===== config.mk =====
export PLATFORM = sky130hd
export DESIGN_NAME = tpg_top
export DESIGN_NICKNAME = d
export VERILOG_FILES = /design/src/hw/tpg_top.v /design/src/hw/tpg_sync.v /design/src/hw/tpg_edge.v
export VERILOG_INCLUDE_DIRS = /design/src /design/src/hw
export SDC_FILE = /design/constraint.sdc
export NUM_CORES = 1
export LEC_CHECK = 0
export BUFFER_PORTS_ARGS = -buffer_cell sky130_fd_sc_hd__buf_2
export CAP_MARGIN = 20
export CORE_MARGIN = 5
export CORE_UTILIZATION = 29
export CTS_CLUSTER_DIAMETER = 80
export CTS_CLUSTER_SIZE = 10
export DETAILED_ROUTE_END_ITERATION = 7
export SLEW_MARGIN = 15
export SYNTH_ARGS = -nofsm -noshare
export SYNTH_HDL_FRONTEND = slang
export SYNTH_SLANG_ARGS = --single-unit

===== constraint.sdc =====
create_clock -name aclk -period 4.8 [get_ports aclk]
set_input_delay 0.48 -clock aclk [delete_from_list [all_inputs] [get_ports aclk]]
set_output_delay 0.48 -clock aclk [all_outputs]
set_load 0.01 [all_outputs]

===== src/hw/tpg_consts.vh =====
// constants for the two-port gpio block: register indices, reset values, field codes
// assumes a 32-bit axi4-lite slave; byte address is four times a register index
//
// Contract
// - port a data register, eight bits, read/write, resets to zero, drives output pins.
// - port a direction bit per pin, resets zero; zero input, one output.
// - port a pull-high enable per pin, resets zero; one turns pull-high on.
// - port b data register, eight bits, read/write, resets to zero, drives output pins.
// - port b direction bit per pin, resets zero; zero input, one output.
// - port b pull-high enable per pin, resets zero; one turns pull-high on.
// - port a top two input enables, write-only, reset ones; cleared blocks wake-up.
// - port a pins five to three input enables, write-only, reset ones, gate wake-up.
// - port a bit zero enable gates digital input, wake-up and pin interrupt.
// - port b pins seven to one input enables, write-only, reset ones, gate wake-up.
// - two-bit edge select per bit-zero source: both, rising, falling, reserved.
// - selected edge sets the source request flag; only software clears it.
// - request reaches the processor only while its enable bit is one.
`ifndef TPG_CONSTS_VH
`define TPG_CONSTS_VH

// register indices
`define TPG_IDX_IRQ_ENABLE 6'h04
`define TPG_IDX_IRQ_REQUEST 6'h05
`define TPG_IDX_EDGE_SEL 6'h0c
`define TPG_IDX_PORTA_IE 6'h0d
`define TPG_IDX_PORTB_IE 6'h0e
`define TPG_IDX_PORTA_DATA 6'h10
`define TPG_IDX_PORTA_DIR 6'h11
`define TPG_IDX_PORTA_PULL 6'h12
`define TPG_IDX_PORTB_DATA 6'h14
`define TPG_IDX_PORTB_DIR 6'h15
`define TPG_IDX_PORTB_PULL 6'h16

// reset values
`define TPG_RST_ZERO8 8'h00
`define TPG_RST_IE 8'hff
`define TPG_RST_EDGE 4'h0
`define TPG_RST_FLAGS 2'h0

// edge select codes and field positions
`define TPG_EDGE_BOTH 2'h0
`define TPG_EDGE_RISE 2'h1
`define TPG_EDGE_FALL 2'h2
`define TPG_EDGE_PORTA_LSB 0
`define TPG_EDGE_PORTB_LSB 2

// port a reserved enable bits, forced on inside the block
`define TPG_PORTA_IE_RSVD 8'h06

// axi responses
`define TPG_RESP_OKAY 2'h0
`define TPG_RESP_SLVERR 2'h2

`endif


===== src/hw/tpg_top.v =====
// two 8-bit gpio ports with bit-zero edge interrupts, axi4-lite register slave
// assumes pins are asynchronous; pad logic resolves level from oe and pull-high
`include "tpg_consts.vh"
`timescale 1ns/1ps
module tpg_top #(
	parameter ADDR_W = 8
) (
	input wire aclk,
	input wire aresetn,
	input wire [ADDR_W-1:0] s_axi_awaddr,
	input wire [2:0] s_axi_awprot,
	input wire s_axi_awvalid,
	output reg s_axi_awready,
	input wire [31:0] s_axi_wdata,
	input wire [3:0] s_axi_wstrb,
	input wire s_axi_wvalid,
	output reg s_axi_wready,
	output reg [1:0] s_axi_bresp,
	output reg s_axi_bvalid,
	input wire s_axi_bready,
	input wire [ADDR_W-1:0] s_axi_araddr,
	input wire [2:0] s_axi_arprot,
	input wire s_axi_arvalid,
	output reg s_axi_arready,
	output reg [31:0] s_axi_rdata,
	output reg [1:0] s_axi_rresp,
	output reg s_axi_rvalid,
	input wire s_axi_rready,
	input wire [7:0] porta_pin_in,
	output wire [7:0] porta_pin_out,
	output wire [7:0] porta_pin_oe,
	output wire [7:0] porta_pullup_en,
	input wire [7:0] portb_pin_in,
	output wire [7:0] portb_pin_out,
	output wire [7:0] portb_pin_oe,
	output wire [7:0] portb_pullup_en,
	output reg [1:0] pin_irq,
	output reg wake_event
);

	// software-visible state
	reg [7:0] porta_data;
	reg [7:0] porta_direction;
	reg [7:0] porta_pullup;
	reg [7:0] portb_data;
	reg [7:0] portb_direction;
	reg [7:0] portb_pullup;
	reg [7:0] porta_input_enable;
	reg [7:0] portb_input_enable;
	reg [3:0] irq_edge_select;
	reg [1:0] irq_enable;
	reg [1:0] irq_flags;

	// bus bookkeeping
	reg aw_held;
	reg w_held;
	reg [5:0] wr_idx;
	reg [7:0] wr_byte;
	reg wr_lane0;
	reg next_aw_held;
	reg next_w_held;
	reg next_rvalid;
	reg do_write;
	reg wr_hit;
	reg rd_hit;
	reg [7:0] rd_val;
	reg [7:0] next_flag_mask;

	// pin side
	wire [15:0] pins_sync;
	wire [7:0] porta_level;
	wire [7:0] portb_level;
	wire [7:0] porta_ie_eff;
	wire [7:0] portb_ie_eff;
	wire [7:0] porta_view;
	wire [7:0] portb_view;
	wire porta_bit0_edge;
	wire portb_bit0_edge;
	reg [15:0] pins_prev;
	wire [15:0] toggled;
	wire [5:0] rd_idx;

	assign porta_pin_out = porta_data;
	assign portb_pin_out = portb_data;

	assign porta_pin_oe = porta_direction;
	assign portb_pin_oe = portb_direction;

	assign porta_pullup_en = porta_pullup;
	assign portb_pullup_en = portb_pullup;

	// pins cross into aclk before anything looks at them
	tpg_sync #(
		.WIDTH(16)
	) u_sync (
		.aclk(aclk),
		.aresetn(aresetn),
		.async_in({portb_pin_in, porta_pin_in}),
		.sync_out(pins_sync)
	);

	assign porta_level = pins_sync[7:0];
	assign portb_level = pins_sync[15:8];

	// reserved port a enables act as always on, whatever was written
	assign porta_ie_eff = porta_input_enable | `TPG_PORTA_IE_RSVD;
	assign portb_ie_eff = portb_input_enable;

	// input pins read level when enabled, else zero; outputs read latch
	assign porta_view = (porta_direction & porta_data) |
		(~porta_direction & porta_ie_eff & porta_level);
	assign portb_view = (portb_direction & portb_data) |
		(~portb_direction & portb_ie_eff & portb_level);

	// port a bit zero enable gates its interrupt edge
	tpg_edge u_edge_porta (
		.aclk(aclk),
		.aresetn(aresetn),
		.level(porta_level[0]),
		.enable(porta_ie_eff[0] & ~porta_direction[0]),
		.edge_sel(irq_edge_select[`TPG_EDGE_PORTA_LSB+1:`TPG_EDGE_PORTA_LSB]),
		.edge_event(porta_bit0_edge)
	);

	// port b bit zero enable gates its interrupt edge
	tpg_edge u_edge_portb (
		.aclk(aclk),
		.aresetn(aresetn),
		.level(portb_level[0]),
		.enable(portb_ie_eff[0] & ~portb_direction[0]),
		.edge_sel(irq_edge_select[`TPG_EDGE_PORTB_LSB+1:`TPG_EDGE_PORTB_LSB]),
		.edge_event(portb_bit0_edge)
	);

	// only enabled input pins may toggle a wake-up
	assign toggled = (pins_sync ^ pins_prev) &
		{portb_ie_eff & ~portb_direction, porta_ie_eff & ~porta_direction};

	// wake pulse is registered; a pin re-enabled mid-level cannot fake a toggle
	// because pins_prev always tracks the synchronised level
	always @(posedge aclk) begin
		if (!aresetn) begin
			pins_prev <= 16'h0000;
			wake_event <= 1'b0;
		end else begin
			pins_prev <= pins_sync;
			wake_event <= |toggled;
		end
	end

	// write channel bookkeeping: address and data taken in either order
	always @* begin
		do_write = aw_held & w_held & ~s_axi_bvalid;
		if (aw_held) begin
			next_aw_held = ~do_write;
		end else begin
			next_aw_held = s_axi_awvalid & s_axi_awready;
		end
		if (w_held) begin
			next_w_held = ~do_write;
		end else begin
			next_w_held = s_axi_wvalid & s_axi_wready;
		end
	end

	// write decode: data lives in byte lane 0, upper lanes ignored
	always @* begin
		wr_hit = 1'b1;
		if (wr_idx == `TPG_IDX_IRQ_ENABLE) begin
			wr_hit = 1'b1;
		end else if (wr_idx == `TPG_IDX_IRQ_REQUEST) begin
			wr_hit = 1'b1;
		end else if (wr_idx == `TPG_IDX_EDGE_SEL) begin
			wr_hit = 1'b1;
		end else if (wr_idx == `TPG_IDX_PORTA_IE) begin
			wr_hit = 1'b1;
		end else if (wr_idx == `TPG_IDX_PORTB_IE) begin
			wr_hit = 1'b1;
		end else if (wr_idx == `TPG_IDX_PORTA_DATA) begin
			wr_hit = 1'b1;
		end else if (wr_idx == `TPG_IDX_PORTA_DIR) begin
			wr_hit = 1'b1;
		end else if (wr_idx == `TPG_IDX_PORTA_PULL) begin
			wr_hit = 1'b1;
		end else if (wr_idx == `TPG_IDX_PORTB_DATA) begin
			wr_hit = 1'b1;
		end else if (wr_idx == `TPG_IDX_PORTB_DIR) begin
			wr_hit = 1'b1;
		end else if (wr_idx == `TPG_IDX_PORTB_PULL) begin
			wr_hit = 1'b1;
		end else begin
			wr_hit = 1'b0;
		end
	end

	// capture address and data; ready is registered so each drops after a take
	always @(posedge aclk) begin
		if (!aresetn) begin
			aw_held <= 1'b0;
			w_held <= 1'b0;
			s_axi_awready <= 1'b0;
			s_axi_wready <= 1'b0;
			wr_idx <= 6'h00;
			wr_byte <= 8'h00;
			wr_lane0 <= 1'b0;
		end else begin
			aw_held <= next_aw_held;
			w_held <= next_w_held;
			s_axi_awready <= ~next_aw_held;
			s_axi_wready <= ~next_w_held;
			if (s_axi_awvalid & s_axi_awready) begin
				wr_idx <= s_axi_awaddr[7:2];
			end
			if (s_axi_wvalid & s_axi_wready) begin
				wr_byte <= s_axi_wdata[7:0];
				wr_lane0 <= s_axi_wstrb[0];
			end
		end
	end

	// write response follows the committed write
	always @(posedge aclk) begin
		if (!aresetn) begin
			s_axi_bvalid <= 1'b0;
			s_axi_bresp <= `TPG_RESP_OKAY;
		end else if (do_write) begin
			s_axi_bvalid <= 1'b1;
			s_axi_bresp <= wr_hit ? `TPG_RESP_OKAY : `TPG_RESP_SLVERR;
		end else if (s_axi_bready) begin
			s_axi_bvalid <= 1'b0;
		end
	end

	// configuration registers; a write without lane 0 leaves them alone
	always @(posedge aclk) begin
		if (!aresetn) begin
			porta_data <= `TPG_RST_ZERO8;
			porta_direction <= `TPG_RST_ZERO8;
			porta_pullup <= `TPG_RST_ZERO8;
			portb_data <= `TPG_RST_ZERO8;
			portb_direction <= `TPG_RST_ZERO8;
			portb_pullup <= `TPG_RST_ZERO8;
			porta_input_enable <= `TPG_RST_IE;
			portb_input_enable <= `TPG_RST_IE;
			irq_edge_select <= `TPG_RST_EDGE;
			irq_enable <= `TPG_RST_FLAGS;
		end else if (do_write & wr_lane0) begin
			if (wr_idx == `TPG_IDX_PORTA_DATA) begin
				porta_data <= wr_byte;
			end else if (wr_idx == `TPG_IDX_PORTA_DIR) begin
				porta_direction <= wr_byte;
			end else if (wr_idx == `TPG_IDX_PORTA_PULL) begin
				porta_pullup <= wr_byte;
			end else if (wr_idx == `TPG_IDX_PORTB_DATA) begin
				portb_data <= wr_byte;
			end else if (wr_idx == `TPG_IDX_PORTB_DIR) begin
				portb_direction <= wr_byte;
			end else if (wr_idx == `TPG_IDX_PORTB_PULL) begin
				portb_pullup <= wr_byte;
			end else if (wr_idx == `TPG_IDX_PORTA_IE) begin
				porta_input_enable <= wr_byte;
			end else if (wr_idx == `TPG_IDX_PORTB_IE) begin
				portb_input_enable <= wr_byte;
			// edge select, timer bit not kept here
			end else if (wr_idx == `TPG_IDX_EDGE_SEL) begin
				irq_edge_select <= wr_byte[3:0];
			end else if (wr_idx == `TPG_IDX_IRQ_ENABLE) begin
				irq_enable <= wr_byte[1:0];
			end
		end
	end

	// writing zero to a flag clears it; ones leave it as it is
	always @* begin
		next_flag_mask = 8'hff;
		if (do_write & wr_lane0 & (wr_idx == `TPG_IDX_IRQ_REQUEST)) begin
			next_flag_mask = wr_byte;
		end
	end

	// set by edge, cleared only by software; the set wins a tie
	always @(posedge aclk) begin
		if (!aresetn) begin
			irq_flags <= `TPG_RST_FLAGS;
		end else begin
			irq_flags <= (irq_flags & next_flag_mask[1:0]) | {portb_bit0_edge, porta_bit0_edge};
		end
	end

	always @(posedge aclk) begin
		if (!aresetn) begin
			pin_irq <= 2'h0;
		end else begin
			pin_irq <= irq_flags & irq_enable;
		end
	end

	assign rd_idx = s_axi_araddr[7:2];

	// read mux; write-only registers answer zero with okay
	always @* begin
		rd_hit = 1'b1;
		rd_val = 8'h00;
		if (rd_idx == `TPG_IDX_PORTA_DATA) begin
			rd_val = porta_view;
		end else if (rd_idx == `TPG_IDX_PORTA_DIR) begin
			rd_val = porta_direction;
		end else if (rd_idx == `TPG_IDX_PORTA_PULL) begin
			rd_val = porta_pullup;
		end else if (rd_idx == `TPG_IDX_PORTB_DATA) begin
			rd_val = portb_view;
		end else if (rd_idx == `TPG_IDX_PORTB_DIR) begin
			rd_val = portb_direction;
		end else if (rd_idx == `TPG_IDX_PORTB_PULL) begin
			rd_val = portb_pullup;
		end else if (rd_idx == `TPG_IDX_IRQ_ENABLE) begin
			rd_val = {6'h00, irq_enable};
		end else if (rd_idx == `TPG_IDX_IRQ_REQUEST) begin
			rd_val = {6'h00, irq_flags};
		end else if (rd_idx == `TPG_IDX_EDGE_SEL) begin
			rd_val = 8'h00;
		end else if (rd_idx == `TPG_IDX_PORTA_IE) begin
			rd_val = 8'h00;
		end else if (rd_idx == `TPG_IDX_PORTB_IE) begin
			rd_val = 8'h00;
		end else begin
			rd_hit = 1'b0;
		end
	end

	// one read in flight; arready stays low until the data is taken
	always @* begin
		if (s_axi_rvalid) begin
			next_rvalid = ~s_axi_rready;
		end else begin
			next_rvalid = s_axi_arvalid & s_axi_arready;
		end
	end

	// read data is sampled at the address handshake, not at the data handshake
	always @(posedge aclk) begin
		if (!aresetn) begin
			s_axi_arready <= 1'b0;
			s_axi_rvalid <= 1'b0;
			s_axi_rdata <= 32'h0000_0000;
			s_axi_rresp <= `TPG_RESP_OKAY;
		end else begin
			s_axi_arready <= ~next_rvalid;
			s_axi_rvalid <= next_rvalid;
			if (s_axi_arvalid & s_axi_arready) begin
				s_axi_rdata <= {24'h00_0000, rd_val};
				s_axi_rresp <= rd_hit ? `TPG_RESP_OKAY : `TPG_RESP_SLVERR;
			end
		end
	end

endmodule // tpg_top


===== src/hw/tpg_sync.v =====
// two-flop synchroniser for a bus of independent pin levels
// assumes each bit is a slow level; no bus coherence is promised
`timescale 1ns/1ps
module tpg_sync #(
	parameter WIDTH = 16
) (
	input wire aclk,
	input wire aresetn,
	input wire [WIDTH-1:0] async_in,
	output reg [WIDTH-1:0] sync_out
);

	reg [WIDTH-1:0] stage1;

	// first stage feeds only the second stage
	always @(posedge aclk) begin
		if (!aresetn) begin
			stage1 <= {WIDTH{1'b0}};
			sync_out <= {WIDTH{1'b0}};
		end else begin
			stage1 <= async_in;
			sync_out <= stage1;
		end
	end

endmodule // tpg_sync


===== src/hw/tpg_edge.v =====
// edge detector for one interrupt-capable pin
// assumes level is already synchronised to aclk
`include "tpg_consts.vh"
`timescale 1ns/1ps
module tpg_edge (
	input wire aclk,
	input wire aresetn,
	input wire level,
	input wire enable,
	input wire [1:0] edge_sel,
	output reg edge_event
);

	reg prev_level;
	reg prev_enable;
	reg next_event;

	always @* begin
		next_event = 1'b0;
		case (edge_sel)
			`TPG_EDGE_BOTH: next_event = level ^ prev_level;
			`TPG_EDGE_RISE: next_event = level & ~prev_level;
			`TPG_EDGE_FALL: next_event = ~level & prev_level;
			default: next_event = 1'b0;
		endcase
	end

	// no edge unless enabled both sides of the change
	always @(posedge aclk) begin
		if (!aresetn) begin
			prev_level <= 1'b0;
			prev_enable <= 1'b0;
			edge_event <= 1'b0;
		end else begin
			prev_level <= level;
			prev_enable <= enable;
			edge_event <= next_event & enable & prev_enable;
		end
	end

endmodule // tpg_edge


# == After elaboration in Yosys (flattened, before gate mapping) ==
# Index checks and enable logic that the tools add are counted.
# word_totals
elab_cells,170
inputBits,81
reg_bits,163
out_inout_bits,92
# classes
eq_ne,26
n_mux,40
reduce_logical,14
bitwise_logic,55
# ops
operator,count
== test 6 x 5 -> 1 bit (second input constant),12
AND 8 bit,6
2-to-1 mux 8 bit,6
== test 6 x 4 -> 1 bit (second input constant),6
2-to-1 mux 1 bit,27
== test 6 x 3 -> 1 bit (second input constant),4
NOT 1 bit,21
AND 1 bit,17
AND 16 bit,1
NOT 8 bit,2
bitwise OR 8 bit,2
OR reduction 16 bit,1
XOR 16 bit,1
AND reduction 11 bit,1
2-to-1 mux 2 bit,5
AND reduction 10 bit,1
AND reduction 9 bit,1
AND reduction 8 bit,1
AND reduction 7 bit,1
case mux 1 bit (3 select lines),2
AND reduction 6 bit,1
AND reduction 5 bit,1
AND 2 bit,2
== test 2 x 1 -> 1 bit (second input constant),2
8 further kinds,11

# == Longest topological paths before layout ==
# logic_depth
ltp_word,13
mapped_depth,6
depth_no_buf,5

# == By module ==
# From an unflattened synthesis, not the netlist that was laid out.
# hier_totals
hier_cells,733
hier_area_um2,6566.3
# by_module_without_submodules
module,seq_area_each_um2,instances,area_each_um2,cells_per_inst
tpg_top,2422.3,1,5377.7,638
tpg_sync,640.6,1,895.9,67
tpg_edge,60.1,2,146.4,14

# == Least setup slack after synthesis ==
# No wires, ideal clock.
# synth_timing
path_type,in2reg
startpoint,in s_axi_araddr[4]
endpoint,reg s_axi_rdata[1]
setup_time_ns,0.087
path_buffers,2
setup_slack_ns,3.024
t_required_ns,4.713
arrival_ns,1.689
path_stages,6
path_cell_list,buf_2 clkbuf_1 inv_1 a2111oi_0 a22oi_1 o31ai_1
# synth_via
elab_chain_cells,9
elab_cells_between_ends,16
cone_classes,8 x eq/ne; 8 x mux
# synth_lines
item,line,source
"start, declared",tpg_top.v:21,"input wire [ADDR_W-1:0] s_axi_araddr,"
== test 6 x 3 -> 1 bit (no line),n/a,
2-to-1 mux 2 bit,tpg_top.v:318,end else if (rd_idx == `TPG_IDX_IRQ_REQUEST) begin
2-to-1 mux 2 bit,tpg_top.v:316,end else if (rd_idx == `TPG_IDX_IRQ_ENABLE) begin
2-to-1 mux 8 bit,tpg_top.v:314,end else if (rd_idx == `TPG_IDX_PORTB_PULL) begin
2-to-1 mux 8 bit,tpg_top.v:312,end else if (rd_idx == `TPG_IDX_PORTB_DIR) begin
2-to-1 mux 8 bit,tpg_top.v:310,end else if (rd_idx == `TPG_IDX_PORTB_DATA) begin
2-to-1 mux 8 bit,tpg_top.v:308,end else if (rd_idx == `TPG_IDX_PORTA_PULL) begin
2-to-1 mux 8 bit,tpg_top.v:306,end else if (rd_idx == `TPG_IDX_PORTA_DIR) begin
2-to-1 mux 8 bit *,tpg_top.v:304,if (rd_idx == `TPG_IDX_PORTA_DATA) begin
"end signal, assigned",tpg_top.v:351,"s_axi_rdata <= {24'h00_0000, rd_val};"
"end, declared",tpg_top.v:25,"output reg [31:0] s_axi_rdata,"
# Mark *: on every way between the ends. The rest lies on a longest branch, timed or not.
# A chain may end at the register's enable or synchronous reset.

# == Final worst setup path ==
# layout_timing
startpoint,reg s_axi_bvalid
endpoint,"reg porta_data[1], in the netlist porta_pin_out[1]"
# layout_via
elab_chain_cells,4
# layout_lines
item,line,source
"start, declared",tpg_top.v:19,"output reg s_axi_bvalid,"
"start signal, assigned",tpg_top.v:224,s_axi_bvalid <= 1'b0;
"start signal, assigned",tpg_top.v:227,s_axi_bvalid <= 1'b1;
"start signal, assigned",tpg_top.v:230,s_axi_bvalid <= 1'b0;
NOT 1 bit,tpg_top.v:153,do_write = aw_held & w_held & ~s_axi_bvalid;
AND 1 bit,tpg_top.v:153,
AND 1 bit,tpg_top.v:247,end else if (do_write & wr_lane0) begin
AND reduction 2 bit (no line),n/a,
"end signal, assigned",tpg_top.v:237,porta_data <= `TPG_RST_ZERO8;
"end signal, assigned",tpg_top.v:249,porta_data <= wr_byte;
"end, declared",tpg_top.v:42,reg [7:0] porta_data;
# No other way between the ends.

==> results by group <==
Layout
  • Share of cells above drive strength 1: 0.1975
  • Area of the multi-input gates: approximately 0.0031 mm²
  • Nets@finish: a little under 900
  • Seq. cell area: between 0.003 and 0.004 mm²
  • # fillers: between 2000 and 2500
  • Cell Count, Final, Fillers Out: between 1000 and 1500
  • Synthesis-to-finish area growth: 19.25%
  • # diodes: 0

Drt
  • DRT Wirelength: between 15000 and 20000 µm
  • Via count: roughly 5200
  • Vias per Instance: between 4 and 5
  • WL/cell: around 18 µm
  • Routed Antenna Nets: 0
  • # DRC: 0
  • DRT iter0 DRCs: about 400
  • DR pass1 iterations: 5

Clock tree
  • Post-CTS setup buffers: 0
  • Reg clk slew, reported paths: about 60 ps
  • Resized Gates After CTS: 0
  • CTS max path bufs: 2
  • H-Tree Depth: 4
  • Root buffer cell: clkbuf_16
  • Clk sinks: approximately 160
  • Num CTS Buffers: 17
  • TritonCTS clock tree: built
  • CTS Hold Bufs: 0
  • Worst-Skew Late Latency: ~430 ps

Timing
  • Final Hold Fails: 0
  • Final period utilization: 0.5548
  • Max Fclk: 375.5 MHz
  • Final clock skew: approximately 14 ps
  • TNS Setup: 0 ps
  • Post-layout minimum cycle time: roughly 2700 ps
  • Setup violations, final: 0
  • Final WS setup: ~2100 ps
  • Slew margin rel.: 0.3210
  • Tightest Pin Transition: around 990 ps
  • Final Max Tran Viols: 0
  • Hold slack: approximately 260 ps
  • RSZ-0062 raised after global routing: no

Critical path
  • Buf/Inv on CP: 0
  • Crit-path cells: nand4b_1 > nor4_4 > mux2i_1 > nor2_1
  • Setup Crit Path Kind: reg -> reg
  • Data arrival time of the worst path: just under 3000 ps
  • Setup crit start kind: flip-flop
  • Critical path endpoint category: flip-flop
  • CP max FO: 11
  • Cell family with most CP delay: simple AND/OR/NAND/NOR gates
  • Data required, critical path: 5080 ps
  • Slowest Stage Delay on Critical Path: 1060 ps
  • Crit-path slowest cell: nor4_4

Place
  • DPL Wire Length: about 14000 µm
  • Routability Congestion: approximately 0.8
  • Inst Count DP: between 1000 and 1500
  • Pre-CTS setup slack: between 2000 and 2500 ps
  • Input/output buffers: between 100 and 150

Global routing
  • GRT Overall Usage: 0.1463
  • Initial antenna violation count: 0
  • Global-route wire length before repair: around 30000 µm
  • Largest net degree at the start of global routing: between 60 and 70
  • Number of global-route vias before repair: about 5000
  • Grt total ovfl: 0

Floorplan
  • Core area: ~0.023 mm²
  • DIE AREA: 0.02603 mm²
  • Die Y: roughly 160 µm
  • Die Wd: roughly 160 µm
  • Rows: 55
  • Initial Util: 0.2943
  • # IOs: around 170

Yosys
  • Cell count after synthesis: 708
  • EDFF count, synth: 0
  • Fraction of registers with async set/reset: 0
  • Sequential share of the synthesized area: 0.4732
  • Ys Warns: 0
  • Most used DFF post-synth: dfxtp_1
  • Mapped Avg Cell Area: roughly 9.4 µm²
  • Yosys reg bits: roughly 160
  • Synth cell types: 61
  • Cell Area, Synth: approximately 0.0066 mm²

Pwr
  • Pleak: ~3.1 nW
  • Pwr Total: between 0.002 and 0.003 W
  • VDD IR-drop max: approximately 230 µV
  • PwrDens: 366.1 mW/mm²

Flow run
  • Max Cap Viol: 0

Run status
  • Outcome: completed

Worst hold path
  • Worst hold-check path type: in -> reg
## where the power goes
group	internal (W)	switching, W	leakage (nW)
Combinational	0.0000626	0.000101	1.53
Clock	0.000819	0.000546	0.288
Sequential	0.00133	0.0000365	1.28
Total	0.00222	0.000684	3.10
## layout by cell type, fill, tap and decap left out, types with 5 or more instances in the layout
master	synthesis	routed
nor3b_1	9	9
nand3_1	11	11
nand2b_1	19	19
conb_1	1	26
nand2_1	54	54
and2_1	45	45
inv_1	25	25
a21oi_1	29	29
o211ai_1	8	8
nand3b_1	5	5
buf_2	8	109
dfxtp_1	157	157
nor2b_1	5	5
a32o_1	6	6
nor2_1	78	78
a2111oi_0	6	6
nor4_1	6	5
xnor2_1	10	10
clkbuf_16	0	17
a211o_1	6	6
o21ai_0	12	12
buf_4	26	5
mux2i_1	68	68
o22ai_1	9	9
nor3_1	10	10
## path summary, 6_finish.rpt
| kind | slack (ps) | endpoint | cells after the start | from |
|---|---|---|---|---|
| setup / recovery | 2140 | porta_pin_out[1]$_SDFFE_PN0P_ | 4 | s_axi_bvalid$_SDFFE_PN0P_ |
| hold / removal | 260 | u_sync.stage1[14]$_SDFF_PN0_ | 2 | portb_pin_in[6] |
| setup reg to reg | 2140 | porta_pin_out[1]$_SDFFE_PN0P_ | 4 | s_axi_bvalid$_SDFFE_PN0P_ |
| hold reg to reg | 430 | irq_flags[1]$_SDFF_PN0_ | 2 | u_edge_portb.edge_event$_SDFF_PN0_ |
## synthesized netlist by cell type, types with 9 or more instances
master / n / area [µm²]
o21ai_0: 12 / 60.06
nor3b_1: 9 / 67.56
nand2_1: 54 / 202.7
nor2_1: 78 / 292.8
nor3_1: 10 / 50.05
and2_1: 45 / 281.5
nand3_1: 11 / 55.05
nand2b_1: 19 / 118.9
xnor2_1: 10 / 87.58
mux2i_1: 68 / 680.7
a21oi_1: 29 / 145.1
buf_4: 26 / 195.2
o22ai_1: 9 / 56.30
dfxtp_1: 157 / 3143
clkbuf_1: 26 / 97.59
inv_1: 25 / 93.84
## metal layers
metal  routed length [µm]  GRT usage  part of all wire  up-vias
met5                    0          0                 0        -
met4                  167    0.03373            0.0087        0
met2                 8530     0.2197              0.44      170
li1                     -          -                 -     2562
met3                 1402    0.04593             0.073       17
met1                 9161     0.2058              0.48     2478
## stage by stage
stage          area, µm²    util
3_5_place_dp        7326  0.3246
4_1_cts             7921  0.3509
3_3_place_gp        7326  0.3246
6_report            7921  0.3509
5_1_grt             7921  0.3509
2_1_floorplan       6736       -
## cell type report
cell class                      count  share of cell area
Tap cell                          285             0.04502
Sequential cell                   157              0.3968
Clock inverter                     13             0.02101
Multi-Input combinational cell    482              0.3971
Inverter                           26             0.01232
Clock buffer                       18             0.05418
Timing Repair Buffer              114             0.07361
## kinds of logic after synthesis
group / after synthesis / synth area share
AOI/OAI and AO/OA: 102 / 0.1059
adders and majority gates: 4 / 0.007535
other: 1 / 0.0005645
xor gates and xnor gates: 14 / 0.01846
buffers and inverters: 94 / 0.06932
muxes: 68 / 0.1025
DFF: 157 / 0.4732
and+or+nand+nor: 268 / 0.2226
## state kept, by name, summed over array words and instances (netlist names), 8 cells and up
name / flops
portb_ie_eff: 8
pins_prev: 16
porta_pin_out: 8
u_sync.stage1: 16
s_axi_rdata: 8
portb_pin_oe: 8
portb_pullup_en: 8
porta_pullup_en: 8
wr_byte: 8
porta_pin_oe: 8
u_sync.sync_out: 16
portb_pin_out: 8
## worst register-to-register path, cell delays in order (launching register included)
cell	delay, ps
dfxtp_1	330
nand4b_1	800
nor4_4	1060
mux2i_1	280
nor2_1	60
(Power assumes the default switching activity.)
